### config.mk
export PLATFORM = sky130hd
export DESIGN_NAME = native_max_address_reporter
export DESIGN_NICKNAME = d
export VERILOG_FILES = /design/src/rtl/nma_pkg.sv /design/src/rtl/max_address_formatter.sv /design/src/rtl/native_max_address_reporter.sv
export VERILOG_INCLUDE_DIRS = /design/src /design/src/rtl
export SDC_FILE = /design/constraint.sdc
export NUM_CORES = 1
export LEC_CHECK = 0
export BUFFER_PORTS_ARGS = -buffer_cell sky130_fd_sc_hd__buf_2
export CAP_MARGIN = 20
export CELL_PAD_IN_SITES_DETAIL_PLACEMENT = 1
export CELL_PAD_IN_SITES_GLOBAL_PLACEMENT = 2
export CORE_MARGIN = 2
export CORE_UTILIZATION = 32
export DETAILED_ROUTE_END_ITERATION = 12
export GPL_ROUTABILITY_DRIVEN = 0
export PLACE_DENSITY_LB_ADDON = 0.3
export SYNTH_ARGS = -nofsm -noshare
export SYNTH_HDL_FRONTEND = slang
export SYNTH_SLANG_ARGS = --single-unit
### constraint.sdc
create_clock -name clk -period 3.1 [get_ports clk]
set_clock_uncertainty 0.15 [all_clocks]
set_input_delay 0.465 -clock clk [delete_from_list [all_inputs] [get_ports clk]]
set_output_delay 0.465 -clock clk [all_outputs]
set_load 0.005 [all_outputs]
### src/rtl/nma_map.svh
/*
  Register offsets, command codes, field positions and the address clamp
  value used by the native max address reporter.
  Assumes it is included by bare name from files that need these constants.
*/
`ifndef NMA_MAP_SVH
`define NMA_MAP_SVH

// ==========================================================================
// Register byte offsets on the Avalon-MM slave
`define NMA_OFF_CMD     5'h00
`define NMA_OFF_ERR     5'h04
`define NMA_OFF_STAT    5'h08
`define NMA_OFF_SECT    5'h0c
`define NMA_OFF_CYLL    5'h10
`define NMA_OFF_CYLH    5'h14
`define NMA_OFF_DEVH    5'h18
`define NMA_OFF_DCTL    5'h1c

// ==========================================================================
// Command codes
`define NMA_CODE_NATIVE     8'hf8
`define NMA_CODE_NATIVE_EXT 8'h27

// ==========================================================================
// Values and field positions
`define NMA_LBA28_CLAMP   28'hfffffff
`define NMA_ERR_ABORT_BIT 2
`define NMA_ERR_ABORT     8'h04
`define NMA_ST_BUSY_BIT   7
`define NMA_ST_READY_BIT  6
`define NMA_ST_ERR_BIT    0
`define NMA_DEVH_LBA_BIT  6
`define NMA_DEVH_DEV_BIT  4
`define NMA_DEVH_FIXED    8'ha0
`define NMA_DCTL_HOB_BIT  7
`define NMA_BYTE_ZERO     8'h00
`define NMA_WORD_ZERO     32'h00000000

`endif

### src/rtl/nma_pkg.sv
/*
  Types shared by the native max address reporter: engine states and the
  packed state record of the top module.
  Assumes nothing of its surroundings.
*/
`default_nettype none
package nma_pkg;

  // ========================================================================
  // Command engine states
  typedef enum logic {
    ST_IDLE,
    ST_RUN
  } engine_state_e;

  // ========================================================================
  // Whole state of the top module
  typedef struct packed {
    engine_state_e st;        // Engine state
    logic [7:0]    cmd;       // Command code taken
    logic          lba_mode;  // Addressing-mode bit
    logic          dev;       // Device select bit
    logic          hob;       // High-order-byte select
    logic          ready;     // Drive ready, sampled
    logic          busy;      // Busy flag
    logic          err_bit;   // Error summary flag
    logic [7:0]    err;       // Error register
    logic [23:0]   lo;        // Sector, cyl low, cyl high
    logic [23:0]   hi;        // Previous bytes of the same
    logic [3:0]    head;      // Head field
    logic          wait_hold; // Waitrequest level
    logic [31:0]   rdata;     // Read data
  } core_s;

endpackage : nma_pkg
`default_nettype wire

### src/rtl/max_address_formatter.sv
/*
  Formats the drive's native maximum address into task-file byte fields
  for the 28-bit query in LBA or CHS form, and the 48-bit query in LBA form.
  Assumes purely combinational use by the reporter; geometry inputs stable.
*/
`timescale 1ns/100ps
`default_nettype none
`include "nma_map.svh"
module max_address_formatter (
  input  wire logic        ext,
  input  wire logic        lba_mode,
  input  wire logic [47:0] native_max_lba,
  input  wire logic [15:0] chs_max_cylinder,
  input  wire logic [3:0]  chs_max_head,
  input  wire logic [7:0]  chs_max_sector,
  output logic      [23:0] low_bytes,
  output logic      [23:0] high_bytes,
  output logic      [3:0]  head_bits
);
  localparam int LANES = 3;
  logic [27:0] src28;  // 28-bit view of the result
  logic        over;   // Native max above 28-bit reach

  // ========================================================================
  // Source selection
  // Upper 20 bits nonzero means above the 28-bit limit
  assign over = |native_max_lba[47:28];

  always_comb begin
    if (ext) begin
      src28 = native_max_lba[27:0];                      // RULE_09
    end else if (!lba_mode) begin
      // CHS packs as head, cylinder, sector
      src28 = {chs_max_head, chs_max_cylinder, chs_max_sector}; // RULE_07
    end else if (over) begin
      src28 = `NMA_LBA28_CLAMP;                          // RULE_03
    end else begin
      src28 = native_max_lba[27:0];                      // RULE_02
    end
  end

  // ========================================================================
  // Byte lanes: sector, cylinder low, cylinder high
  genvar i;
  generate
    for (i = 0; i < LANES; i++) begin : g_lane
      assign low_bytes[8*i +: 8]  = src28[8*i +: 8];    // RULE_04
      assign high_bytes[8*i +: 8] = ext ? native_max_lba[24+8*i +: 8]
                                        : `NMA_BYTE_ZERO;
    end
  endgenerate

  // Head field only carries bits 27:24 for the 28-bit query
  assign head_bits = ext ? 4'h0 : src28[27:24];          // RULE_06
endmodule : max_address_formatter
`default_nettype wire

### src/rtl/native_max_address_reporter.sv
/*
  Task-file command handling for the native max address queries, reached
  over an Avalon-MM slave with waitrequest.
  Assumes one clock, synchronous inputs, and drive geometry held stable
  by the media bookkeeping logic outside.
*/
// What this block does
// RULE_01 - Code f8 starts the 28-bit query
// RULE_02 - 28-bit query ignores any set-max limit
// RULE_03 - Clamp 28-bit result to 268,435,455
// RULE_04 - LBA mode: bits 7:0 in sector
// RULE_05 - LBA mode: bits 15:8, 23:16 in cylinders
// RULE_06 - LBA mode: bits 27:24 in head field
// RULE_07 - CHS mode: max sector, cylinder, head reported
// RULE_08 - Code 27 starts the 48-bit query
// RULE_09 - 48-bit query ignores extended set-max limit
// RULE_10 - Sector reads 7:0 or 31:24 by select
// RULE_11 - Cylinder low reads 15:8 or 39:32
// RULE_12 - Cylinder high reads 23:16 or 47:40
// RULE_13 - Only abort bit may be set after completion
// RULE_14 - Busy, fault, corrected clear; error only if aborted
`timescale 1ns/100ps
`default_nettype none
`include "nma_map.svh"
module native_max_address_reporter (
  input  wire logic        clk,
  input  wire logic        resetn,
  input  wire logic        ce,
  input  wire logic [4:0]  address,
  input  wire logic        read,
  input  wire logic        write,
  input  wire logic [31:0] writedata,
  input  wire logic [3:0]  byteenable,
  output logic      [31:0] readdata,
  output logic             waitrequest,
  input  wire logic        drive_ready,
  input  wire logic [47:0] native_max_lba,
  input  wire logic [15:0] chs_max_cylinder,
  input  wire logic [3:0]  chs_max_head,
  input  wire logic [7:0]  chs_max_sector,
  output logic             command_busy
);
  import nma_pkg::*;

  // ========================================================================
  // Declarations
  core_s       state_reg;   // Registered state
  core_s       state_next;  // Next state
  logic        is_ext;      // Command taken is the 48-bit query
  logic        known_c;     // Command code recognised
  logic        abort_c;     // Command must be aborted
  logic        commit_c;    // Write takes effect this edge
  logic [23:0] fmt_lo;      // Formatted low bytes
  logic [23:0] fmt_hi;      // Formatted high bytes
  logic [3:0]  fmt_head;    // Formatted head bits
  logic [7:0]  status_c;    // Status byte as read
  logic [7:0]  devh_c;      // Device/head byte as read
  logic [31:0] rmux_c;      // Read data selection

  // ========================================================================
  // Result formatting
  max_address_formatter u_fmt (
    .ext              (is_ext),
    .lba_mode         (state_reg.lba_mode),
    .native_max_lba   (native_max_lba),
    .chs_max_cylinder (chs_max_cylinder),
    .chs_max_head     (chs_max_head),
    .chs_max_sector   (chs_max_sector),
    .low_bytes        (fmt_lo),
    .high_bytes       (fmt_hi),
    .head_bits        (fmt_head)
  );

  // ========================================================================
  // Command decode
  // The extended query always answers in LBA form
  assign is_ext  = (state_reg.cmd == `NMA_CODE_NATIVE_EXT);     // RULE_08
  assign known_c = (state_reg.cmd == `NMA_CODE_NATIVE) || is_ext; // RULE_01
  // Unknown codes and a not-ready drive both abort
  assign abort_c = !known_c || !state_reg.ready;

  // Write lands on the edge where the master sees waitrequest low
  assign commit_c = write && !state_reg.wait_hold && byteenable[0]
                    && (address[1:0] == 2'b00);

  // ========================================================================
  // Readback fields
  always_comb begin
    status_c = `NMA_BYTE_ZERO;
    // Fault, seek, request and corrected bits stay zero
    status_c[`NMA_ST_BUSY_BIT]  = state_reg.busy;             // RULE_14
    status_c[`NMA_ST_READY_BIT] = state_reg.ready;
    status_c[`NMA_ST_ERR_BIT]   = state_reg.err_bit;
    devh_c = `NMA_DEVH_FIXED;
    devh_c[`NMA_DEVH_LBA_BIT] = state_reg.lba_mode;
    devh_c[`NMA_DEVH_DEV_BIT] = state_reg.dev;
    devh_c[3:0] = state_reg.head;
  end

  // Read multiplexer, unmapped offsets read as zero
  always_comb begin
    rmux_c = `NMA_WORD_ZERO;
    case (address)
      `NMA_OFF_CMD,
      `NMA_OFF_STAT: begin
        rmux_c[7:0] = status_c;
      end
      `NMA_OFF_ERR: begin
        rmux_c[7:0] = state_reg.err;
      end
      `NMA_OFF_SECT: begin
        rmux_c[7:0] = state_reg.hob ? state_reg.hi[7:0]
                                    : state_reg.lo[7:0];      // RULE_10
      end
      `NMA_OFF_CYLL: begin
        rmux_c[7:0] = state_reg.hob ? state_reg.hi[15:8]
                                    : state_reg.lo[15:8];     // RULE_11
      end
      `NMA_OFF_CYLH: begin
        rmux_c[7:0] = state_reg.hob ? state_reg.hi[23:16]
                                    : state_reg.lo[23:16];    // RULE_12
      end
      `NMA_OFF_DEVH: begin
        rmux_c[7:0] = devh_c;
      end
      `NMA_OFF_DCTL: begin
        rmux_c[`NMA_DCTL_HOB_BIT] = state_reg.hob;
      end
      default: begin
        rmux_c = `NMA_WORD_ZERO;
      end
    endcase
  end

  // ========================================================================
  // Next-state logic
  always_comb begin
    state_next = state_reg;
    state_next.ready = drive_ready;

    // Bus handshake: one wait cycle, then a single-cycle answer
    if ((read || write) && state_reg.wait_hold) begin
      state_next.wait_hold = 1'b0;
      if (read) begin
        state_next.rdata = rmux_c;
      end
    end else begin
      state_next.wait_hold = 1'b1;
    end

    // Register writes
    if (commit_c) begin
      case (address)
        `NMA_OFF_CMD: begin
          // Commands written while busy are dropped, as a drive would
          if (!state_reg.busy) begin
            state_next.cmd     = writedata[7:0];
            state_next.busy    = 1'b1;
            state_next.err     = `NMA_BYTE_ZERO;
            state_next.err_bit = 1'b0;
            state_next.st      = ST_RUN;
          end
        end
        `NMA_OFF_DEVH: begin
          state_next.lba_mode = writedata[`NMA_DEVH_LBA_BIT];
          state_next.dev      = writedata[`NMA_DEVH_DEV_BIT];
        end
        `NMA_OFF_DCTL: begin
          state_next.hob = writedata[`NMA_DCTL_HOB_BIT];
        end
        default: begin
          state_next.hob = state_reg.hob;
        end
      endcase
    end

    // Command engine
    case (state_reg.st)
      ST_IDLE: begin
        state_next.st = state_next.st;
      end
      ST_RUN: begin
        state_next.busy = 1'b0;                               // RULE_14
        state_next.st   = ST_IDLE;
        if (abort_c) begin
          state_next.err     = `NMA_ERR_ABORT;                // RULE_13
          state_next.err_bit = 1'b1;                          // RULE_14
        end else begin
          state_next.err     = `NMA_BYTE_ZERO;                // RULE_13
          state_next.err_bit = 1'b0;
          state_next.lo      = fmt_lo;                        // RULE_05
          state_next.hi      = fmt_hi;
          state_next.head    = fmt_head;
        end
      end
      default: begin
        state_next.st = ST_IDLE;
      end
    endcase
  end

  // ========================================================================
  // State register, frozen while ce is low
  always_ff @(posedge clk or negedge resetn) begin
    if (!resetn) begin
      state_reg <= '{st: ST_IDLE, cmd: 8'h00, lba_mode: 1'b0,
                     dev: 1'b0, hob: 1'b0, ready: 1'b0, busy: 1'b0,
                     err_bit: 1'b0, err: 8'h00, lo: 24'h000000,
                     hi: 24'h000000, head: 4'h0, wait_hold: 1'b1,
                     rdata: 32'h00000000};
    end else if (ce) begin
      state_reg <= state_next;
    end
  end

  // ========================================================================
  // Outputs, straight from flip-flops
  assign readdata     = state_reg.rdata;
  assign waitrequest  = state_reg.wait_hold;
  assign command_busy = state_reg.busy;
endmodule : native_max_address_reporter
`default_nettype wire

==> results.cfg, run 1 <==
[timing]
fin_crit_ns = 2.35
fmax_mhz = 426
final_min_period_over_clock_period_pct = 75.7
fin_hold_ws_ns = 0.126
setup_viol = 0
report.final.hold_viol_count = 0
rsz0062_at_grt = false
max_slew_margin_pct = 33.7
tightest_slew_ns = 0.994
fin_setup_tns_ns = 0
slew_viol_final = 0

[detailed_routing]
initialDrtViolationCount = 176
routed-via-count = 3141
post_drt_wl_per_cell_um = 17.2
routed_via_density = 4.88
detail-route-antenna-nets = 0
remaining_drc_errors = 0
tritonroute_pass_1_iters = 6
finalWirelength_um = 11100

[final_layout]
fillerInstances = 1438
final_core_util_pct = 39.2
final_cells = 644
antenna-diode-count = 0
largest_register_ff_count = 60
syn_to_final_growth_pct = 21.2
final_layout_size_suffix_gt1_share_pct = 36.0
num-nets-final = 590

[logic_synthesis]
post_synth_adder_cell_area_pct = 0
yosys.area_share.xor_xnor_pct = 0
netlist-cell-type-count = 46
synth-edff-count = 0
synthesis.area_mm2 = 0.00404
ys_seq_elements = 76
synth_compound_area_share_pct = 22.2
async_flop_share_pct = 100
synth_area_per_cell_um2 = 10.7
synth_seq_area_share_pct = 47.2
post_synth_main_area_contributors = sky130_fd_sc_hd__dfrtp_1, sky130_fd_sc_hd__buf_4, sky130_fd_sc_hd__o22ai_2
yosys.area_share.simple_pct = 12.1
yosys.area.top_type_share_pct = 46.5
synthFlopType = sky130_fd_sc_hd__dfrtp_1
muxShareOfSynthArea_pct = 9.05
cell_type_with_the_highest_aggregate_area_in_the_netlist = sky130_fd_sc_hd__dfrtp_1
syn_inst = 376
synth.yosys.warnings = 0
dominant_combinational_cell_family_by_area_after_synthesis = compound AO/OA/AOI/OAI gates

[clocking]
tritoncts_buffer_count = 9
ctsResizeCount = 0
cts-hold-fix-buffers = 0
cts_setup_buffers = 0
clock_sink_count = 76
clock_tree.buffer_depth = 2
path_clk_slew_ns = 0.06
cts_tree = yes
cts_root_buffer = sky130_fd_sc_hd__clkbuf_16
cts.htree.levels = 3
worstSkewPairLatency_ns = 0.34

[floorplan]
chipHeight_um = 116
core_area_mm2 = 0.0125
die-width_um = 116
std_cell_rows = 41
design.portCount = 157
start_util_pct = 32.4
dieArea_mm2 = 0.0135

[grt]
grt_use_met3_pct = 2.54
grt_max_degree = 77
grt.total_usage_pct = 16.8
grt_overflow = 0
global_route_wire_length_before_repair_um = 17300
global_route.usage.met2_pct = 24.3
gr-usage-met1_pct = 25.5
number_of_global_route_vias_before_repair = 3199
number_of_antenna_violations_at_the_first_check_in_global_routing = 0
grt-busiest-layer = met1

[worst_setup_path]
critical_path_arrival_ns = 2.41
criticalPathCategory = flip-flop to flip-flop
crit_required_ns = 3.16
worst_path_fanout_max = 16
critPathLaunchType = flip-flop
worst-r2r-setup-slack_ns = 0.75
worst_setup_path_end_kind = flip-flop

[power_and_ir_drop]
power_frac_comb_pct = 7.7
total_leakage_power_uw = 0.00222
peakVddDrop_v = 0.000190
power-per-cell-area_mw_per_mm2 = 467
power.share.sequential_pct = 44.3
power_frac_clock_pct = 48.0
p_sw_share_pct = 23.5
switching_power_uw = 537
internal_power_uw = 1750

[status]
status = finished clean

[placed_design]
post-dp-hpwl_um = 8360
placedCellCount = 628
placement.io_buffers = 105

[min_path]
hp-class = input port to async pin

[job]
cap_viol_max_count = 0
-- final timing paths --
check                               from             end  depth (start not counted)
setup reg to reg           state_reg[96]     readdata[3]                          5
max in group asynchronous         resetn   state_reg[79]                          1
hold / removal                    resetn   state_reg[69]                          1
hold reg to reg              readdata[6]     readdata[6]                          2
min in group clk            writedata[1]  state_reg[100]                          2
setup / recovery           state_reg[96]     readdata[3]                          5
-- metal layers --
layer	wire length, um	vias to the layer above
li1	-	1514
met1	5600	1538
met2	4850	80
met3	486	9
met4	114	0
met5	0	-
-- metrics by stage --
| stage | cell area [um2] | setup slack (ns) | total power [uW] |
|---|---|---|---|
| after detailed placement | 4580 | 0.459 | 1210 |
| after floorplan | 4120 | 1.06 | 1110 |
| final | 4890 | 0.752 | 2280 |
| after global routing | 4890 | 0.688 | 2370 |
| after global placement | 4580 | 0.489 | 1200 |
| after CTS | 4890 | 0.793 | 2310 |
-- power groups by stage --
stage	clock network (uW)	logic [uW]	registers, uW
after floorplan	0	89.2	1020
after global placement	0	174	1030
after detailed placement	0	177	1030
after CTS	1120	177	1010
after global routing	1160	196	1010
final	1100	175	1010
-- worst max-delay path, cell delays in order (launching register included) --
cell,delay (ns)
sky130_fd_sc_hd__dfrtp_1,0.85
sky130_fd_sc_hd__buf_4,0.32
sky130_fd_sc_hd__mux2i_1,0.30
sky130_fd_sc_hd__o22ai_1,0.14
sky130_fd_sc_hd__a211oi_1,0.34
sky130_fd_sc_hd__o21ai_1,0.11
-- layout by cell type (no fill, tap or decap), drive strengths merged, types with 5 or more instances in the layout --
cell / count
buf: 112
dfrtp: 75
nand2: 39
o22ai: 39
o21ai: 36
a22o: 24
conb: 24
mux2i: 23
mux2: 12
clkbuf: 11
a211oi: 7
inv: 7
nand2b: 6
nor3: 6
nor2: 5
nor4: 5
-- area by class of cell --
cell class,count,area [um2],share of cell area [%]
clock buffer,11,253,5.17
clock inverter,5,58.8,1.20
inverter,6,22.5,0.460
multi-input combinational,262,1860,38.0
sequential,76,1900,38.9
tap,172,215,4.40
timing repair buffer,112,581,11.9
-- cells by family after synthesis --
family                 count (synthesis)
multiplexers                          35
AND/OR/NAND/NOR                       86
flip-flops                            76
buffers and inverters                 61
other                                  1
AO/OA/AOI/OAI                        117
-- cell usage after synthesis (all sizes together) (3+ instances only) --
cell,count
buf,42
dfrtp,75
or4,3
nor3,6
mux2i,23
a211oi,7
nor4,5
nor2b,3
o22ai,39
inv,6
nand3,3
clkbuf,13
mux2,12
a22o,24
nor2,5
o21ai,36
nand2b,6
nand4b,3
and3,3
nand2,39
(Power assumes the default switching activity.)
==> run 2: changes to the inputs <==
ABC_AREA = 1   (was default)
CORE_UTILIZATION = 26   (was 32)
clock period = 2.4 ns   (was 3.1 ns; I/O delays follow)
==> results.cfg, run 2 <==
[floorplan]
die-width_um = 139
design.portCount = 157
chipHeight_um = 139
std_cell_rows = 49
dieArea_mm2 = 0.0192
core_area_mm2 = 0.0178
start_util_pct = 26.4

[power_and_ir_drop]
p_sw_share_pct = 25.7
power_frac_comb_pct = 9.9
power-per-cell-area_mw_per_mm2 = 514
post-layout-total-power_uw = 2860
internal_power_uw = 2120
peakVddDrop_v = 0.000349
power_frac_clock_pct = 43.8
power.share.sequential_pct = 46.3
switching_power_uw = 736
total_leakage_power_uw = 0.00328

[timing]
rsz0062_at_grt = false
max_slew_margin_pct = 47.1
fin_hold_ws_ns = 0.0856
slew_viol_final = 0
fmax_mhz = 503
fin_setup_tns_ns = 0
fin_crit_ns = 1.99
final_min_period_over_clock_period_pct = 82.8
setup_viol = 0
tightest_slew_ns = 0.793
report.final.hold_viol_count = 0

[final_layout]
antenna-diode-count = 0
syn_to_final_growth_pct = 18.3
fillerInstances = 2351
final_cells = 1040
final_layout_size_suffix_gt1_share_pct = 17.9
num-nets-final = 929
layout_commonest_cell = sky130_fd_sc_hd__nand2_1
largest_register_ff_count = 60
layout.cells.most_common_list = sky130_fd_sc_hd__nand2_1, sky130_fd_sc_hd__inv_1, sky130_fd_sc_hd__buf_2, sky130_fd_sc_hd__nor2_1, sky130_fd_sc_hd__dfrtp_1

[clocking]
clock_tree.buffer_depth = 2
cts-hold-fix-buffers = 1
worstSkewPairLatency_ns = 0.34
path_clk_slew_ns = 0.06
ctsResizeCount = 0
cts_tree = yes
cts.htree.levels = 3
cts_root_buffer = sky130_fd_sc_hd__clkbuf_16
clock_sink_count = 76
tritoncts_buffer_count = 9
cts_setup_buffers = 0

[worst_setup_path]
worst_path_fanout_max = 14
critical_path_arrival_ns = 2.07
worst_setup_path_end_kind = flip-flop
critical-path-max-stage-delay_ns = 0.62
crit_path_top_delay_cell = sky130_fd_sc_hd__dfrtp_1
crit_buf_inv = 1
crit_required_ns = 2.48
path_delay_family = simple AND/OR/NAND/NOR gates
criticalPathCategory = flip-flop to flip-flop
timing.critical_path.cells = inv_1 > nand2_1 > and2_0 > nor2_1 > nor2_1 > nand3_1 > nand2_1 > nand2_1
critPathLaunchType = flip-flop
crit_path_frequent_cell = sky130_fd_sc_hd__nand2_1

[placed_design]
placement.io_buffers = 105
placedCellCount = 1023
post-dp-hpwl_um = 11000

[grt]
global_route_wire_length_before_repair_um = 23300
number_of_global_route_vias_before_repair = 4592
grt_max_degree = 46
grt_overflow = 0
number_of_antenna_violations_at_the_first_check_in_global_routing = 0
grt.total_usage_pct = 15.3

[logic_synthesis]
yosys.area.top_type_share_pct = 39.9
yosys-top-cells-count = sky130_fd_sc_hd__nand2_1, sky130_fd_sc_hd__inv_1, sky130_fd_sc_hd__nor2_1
synth_seq_area_share_pct = 40.5
synth_area_per_cell_um2 = 6.60
cell_type_with_the_highest_aggregate_area_in_the_netlist = sky130_fd_sc_hd__dfrtp_1
post-synth-top-count-cell = sky130_fd_sc_hd__nand2_1
syn_inst = 713
post_synth_main_area_contributors = sky130_fd_sc_hd__dfrtp_1, sky130_fd_sc_hd__nand2_1, sky130_fd_sc_hd__inv_1
ys_seq_elements = 76
synth.yosys.warnings = 0
synthesis.area_mm2 = 0.00470
synthFlopType = sky130_fd_sc_hd__dfrtp_1
netlist-cell-type-count = 28
async_flop_share_pct = 100
synth-edff-count = 0

[detailed_routing]
detail-route-antenna-nets = 0
routed_via_density = 4.19
tritonroute_pass_1_iters = 4
finalWirelength_um = 14000
post_drt_wl_per_cell_um = 13.5
initialDrtViolationCount = 163
routed-via-count = 4354
remaining_drc_errors = 0

[min_path]
hp-class = input port to flip-flop

[status]
status = finished clean

[job]
cap_viol_max_count = 0
## run 2: cell count changes after synthesis, sizes merged, moves of 9 or more
cell | previous run | this run
mux2i | 23 | 0
o22ai | 39 | 7
nand2 | 39 | 267
a21oi | 2 | 24
clkinv | 0 | 9
nand3 | 3 | 17
a22o | 24 | 0
mux2 | 12 | 0
nor2 | 5 | 109
inv | 6 | 109
## run 2: tightest hold or removal path, stage by stage
cell and delay, ns:
sky130_fd_sc_hd__buf_2 0.08, sky130_fd_sc_hd__nand2_1 0.04, sky130_fd_sc_hd__o21ai_0 0.06
## run 2: power groups by stage
stage               sequential (uW)  combinational, uW  clock, uW
global route                   1330                329       1350
finish                         1320                284       1250
detailed placement             1350                290          0
floorplan                      1340                160          0
CTS                            1320                292       1300
global placement               1350                282          0
## run 2: cell type report
type,instances,area (um2),share of cell area [%]
multi-input combinational,488,2050,36.8
sequential,76,1900,34.2
timing repair buffer,113,613,11.0
inverter,118,445,8.00
tap,229,287,5.15
clock buffer,11,233,4.18
clock inverter,5,37.5,0.674
## run 2: kinds of logic (layout without fill, tap and decap cells)
kind of cell | after synthesis | after routing | synth area share, %
buffers and inverters | 172 | 247 | 17.8
and+or+nand+nor | 402 | 402 | 34.8
DFF | 76 | 76 | 40.5
AOI/OAI and AO/OA | 62 | 62 | 6.84
other | 1 | 24 | 0.0797
## run 2: path summary, 6_finish.rpt
check                      slack (ns)          start             end  cells past startpoint
max                              0.41  state_reg[96]     readdata[6]                      8
min                              0.09    drive_ready   state_reg[95]                      3
max reg2reg                      0.41  state_reg[96]     readdata[6]                      8
min reg2reg                      0.33    readdata[4]     readdata[4]                      2
max in group asynchronous        0.90         resetn   state_reg[38]                      3
min in group asynchronous        0.49         resetn  state_reg[101]                      2
## run 2: per-layer routing
layer,global-route usage (%),up-vias,share of wire [%]
li1,-,2242,-
met1,20.1,2019,47
met2,25.8,82,49
met3,3.39,11,3.6
met4,3.33,0,1.0
met5,0,-,0
## run 2: per-stage QoR
step | instance area [um2] | utilization (%) | worst slack, ns
global route | 5570 | 31.2 | 0.218
detailed placement | 5290 | 29.6 | 0.227
global placement | 5290 | 29.6 | 0.322
CTS | 5570 | 31.2 | 0.401
floorplan | 4790 | - | 0.933
finish | 5570 | 31.2 | 0.413
==> run 3: changes to the inputs <==
clock period = 2 ns   (was 2.4 ns; I/O delays follow)
==> results.cfg, run 3 (synthesis gave the netlist of run 2 again) <==
[worst_setup_path]
critical_path_arrival_ns = 1.91
crit_required_ns = 2.09
path_delay_family = simple AND/OR/NAND/NOR gates
crit-reg2reg-launch = state_reg[96]
critPathLaunchType = flip-flop
reg2reg_to = readdata[6]
critical-path-max-stage-delay_ns = 0.40
worst_setup_path_startpoint = state_reg[96]
criticalPathCategory = flip-flop to flip-flop
ff2ff_path_depth = 9
worst-r2r-setup-slack_ns = 0.17
crit_path_top_delay_cell = sky130_fd_sc_hd__dfrtp_1
timing.critical_path.cells = buf_12 > clkinvlp_4 > nand2_1 > and2_0 > nor2_1 > nor2_1 > nand3_1 > nand2_1 > nand2_1
crit_buf_inv = 2
crit_path_frequent_cell = sky130_fd_sc_hd__nand2_1
worst-path-stages = 9
worst_setup_path_end_kind = flip-flop
endpoint = readdata[6]
worst_path_fanout_max = 29

[power_and_ir_drop]
power_frac_clock_pct = 44.1
power_frac_comb_pct = 10.3
internal_power_uw = 2590
p_sw_share_pct = 25.7
peakVddDrop_v = 0.000287
power.share.sequential_pct = 45.6
total_leakage_power_uw = 0.00335
switching_power_uw = 896
power-per-cell-area_mw_per_mm2 = 612

[final_layout]
final_cells = 1050
layout.cells.most_common_list = sky130_fd_sc_hd__nand2_1, sky130_fd_sc_hd__inv_1, sky130_fd_sc_hd__buf_2, sky130_fd_sc_hd__nor2_1, sky130_fd_sc_hd__dfrtp_1
finalInstanceArea_mm2 = 0.00569
antenna-diode-count = 0
layout_commonest_cell = sky130_fd_sc_hd__nand2_1
syn_to_final_growth_pct = 21.0
final_core_util_pct = 31.9
final_layout_size_suffix_gt1_share_pct = 19.4
fillerInstances = 2328
num-nets-final = 939
largest_register_ff_count = 60

[floorplan]
chipHeight_um = 139
dieArea_mm2 = 0.0192
core_area_mm2 = 0.0178
start_util_pct = 26.4
die-width_um = 139
std_cell_rows = 49
design.portCount = 157

[timing]
fin_crit_ns = 1.83
report.final.hold_viol_count = 0
slew_viol_final = 0
final_min_period_over_clock_period_pct = 91.4
fin_hold_ws_ns = 0.0151
fmax_mhz = 547
fin_setup_tns_ns = 0
max_slew_margin_pct = 55.7
setup_viol = 0
tightest_slew_ns = 0.664

[grt]
grt_overflow = 0
number_of_global_route_vias_before_repair = 4653
grt.total_usage_pct = 15.4
grt_max_degree = 46
number_of_antenna_violations_at_the_first_check_in_global_routing = 0
global_route_wire_length_before_repair_um = 23600

[placed_design]
placement.io_buffers = 105
placedCellCount = 1028
post-dp-hpwl_um = 11200
placed_area_mm2 = 0.00536

[job]
cap_viol_max_count = 0

[clocking]
worstSkewPairLatency_ns = 0.35
cts.htree.levels = 3
tritoncts_buffer_count = 9
clock_tree.buffer_depth = 2
clock_sink_count = 76
path_clk_slew_ns = 0.06
cts_root_buffer = sky130_fd_sc_hd__clkbuf_16
cts_tree = yes

[min_path]
hp-class = input port to flip-flop

[detailed_routing]
initialDrtViolationCount = 129
routed_via_density = 4.20
post_drt_wl_per_cell_um = 13.5
detail-route-antenna-nets = 0
tritonroute_pass_1_iters = 4
routed-via-count = 4409
finalWirelength_um = 14200
remaining_drc_errors = 0

[status]
status = finished clean
run 3: worst min-delay path by stage:
stage	startpoint	end	slack [ns]	cells past startpoint
after detailed placement	resetn	state_reg[99]	0.22	1
after floorplan	resetn	command_busy	-0.15	0
after global routing	drive_ready	state_reg[95]	0.02	3
final	drive_ready	state_reg[95]	0.02	3
after global placement	resetn	state_reg[101]	0.20	1
after CTS	drive_ready	state_reg[95]	0.01	3
run 3: what timing repair did:
action | in CTS | in global routing
gates resized for setup | 0 | 2
hold buffers | 1 | 0
setup buffers | 0 | 5
hold endpoints to repair | 22 | 0
setup endpoints to repair | 0 | 46
run 3: area by class of cell:
| type | count | area, um2 | share of cell area [%] |
|---|---|---|---|
| Clock buffer | 10 | 239 | 4.20 |
| Inverter | 118 | 449 | 7.89 |
| Timing Repair Buffer | 123 | 726 | 12.7 |
| Multi-Input combinational cell | 488 | 2050 | 36.0 |
| Clock inverter | 6 | 40.0 | 0.703 |
| Tap cell | 229 | 287 | 5.03 |
| Sequential cell | 76 | 1900 | 33.4 |
run 3: worst reg2reg max path, cell delays in order, from the launching register on:
cell	delay, ns
sky130_fd_sc_hd__dfrtp_1	0.40
sky130_fd_sc_hd__buf_12	0.19
sky130_fd_sc_hd__clkinvlp_4	0.23
sky130_fd_sc_hd__nand2_1	0.12
sky130_fd_sc_hd__and2_0	0.12
sky130_fd_sc_hd__nor2_1	0.04
sky130_fd_sc_hd__nor2_1	0.19
sky130_fd_sc_hd__nand3_1	0.14
sky130_fd_sc_hd__nand2_1	0.09
sky130_fd_sc_hd__nand2_1	0.04
run 3: power groups by stage:
stage / Combinational [uW] / Clock, uW / Sequential (uW)
after floorplan: 192 / 0 / 1610
after detailed placement: 357 / 0 / 1620
after CTS: 360 / 1580 / 1590
final: 358 / 1540 / 1590
after global placement: 348 / 0 / 1610
after global routing: 413 / 1650 / 1590
run 3: metal layers:
layer,vias up,wire (um),global-route usage [%]
met5,-,0,0
met4,0,244,5.53
met3,13,496,2.29
met2,85,6820,25.7
met1,2049,6610,20.5
li1,2262,-,-
run 3: per-stage QoR:
step / total power, uW / worst slack (ns)
floorplan: 1800 / 0.533
global placement: 1960 / 0.163
detailed placement: 1970 / 0.0814
CTS: 3530 / 0.0766
global route: 3660 / -0.0183
finish: 3480 / 0.173
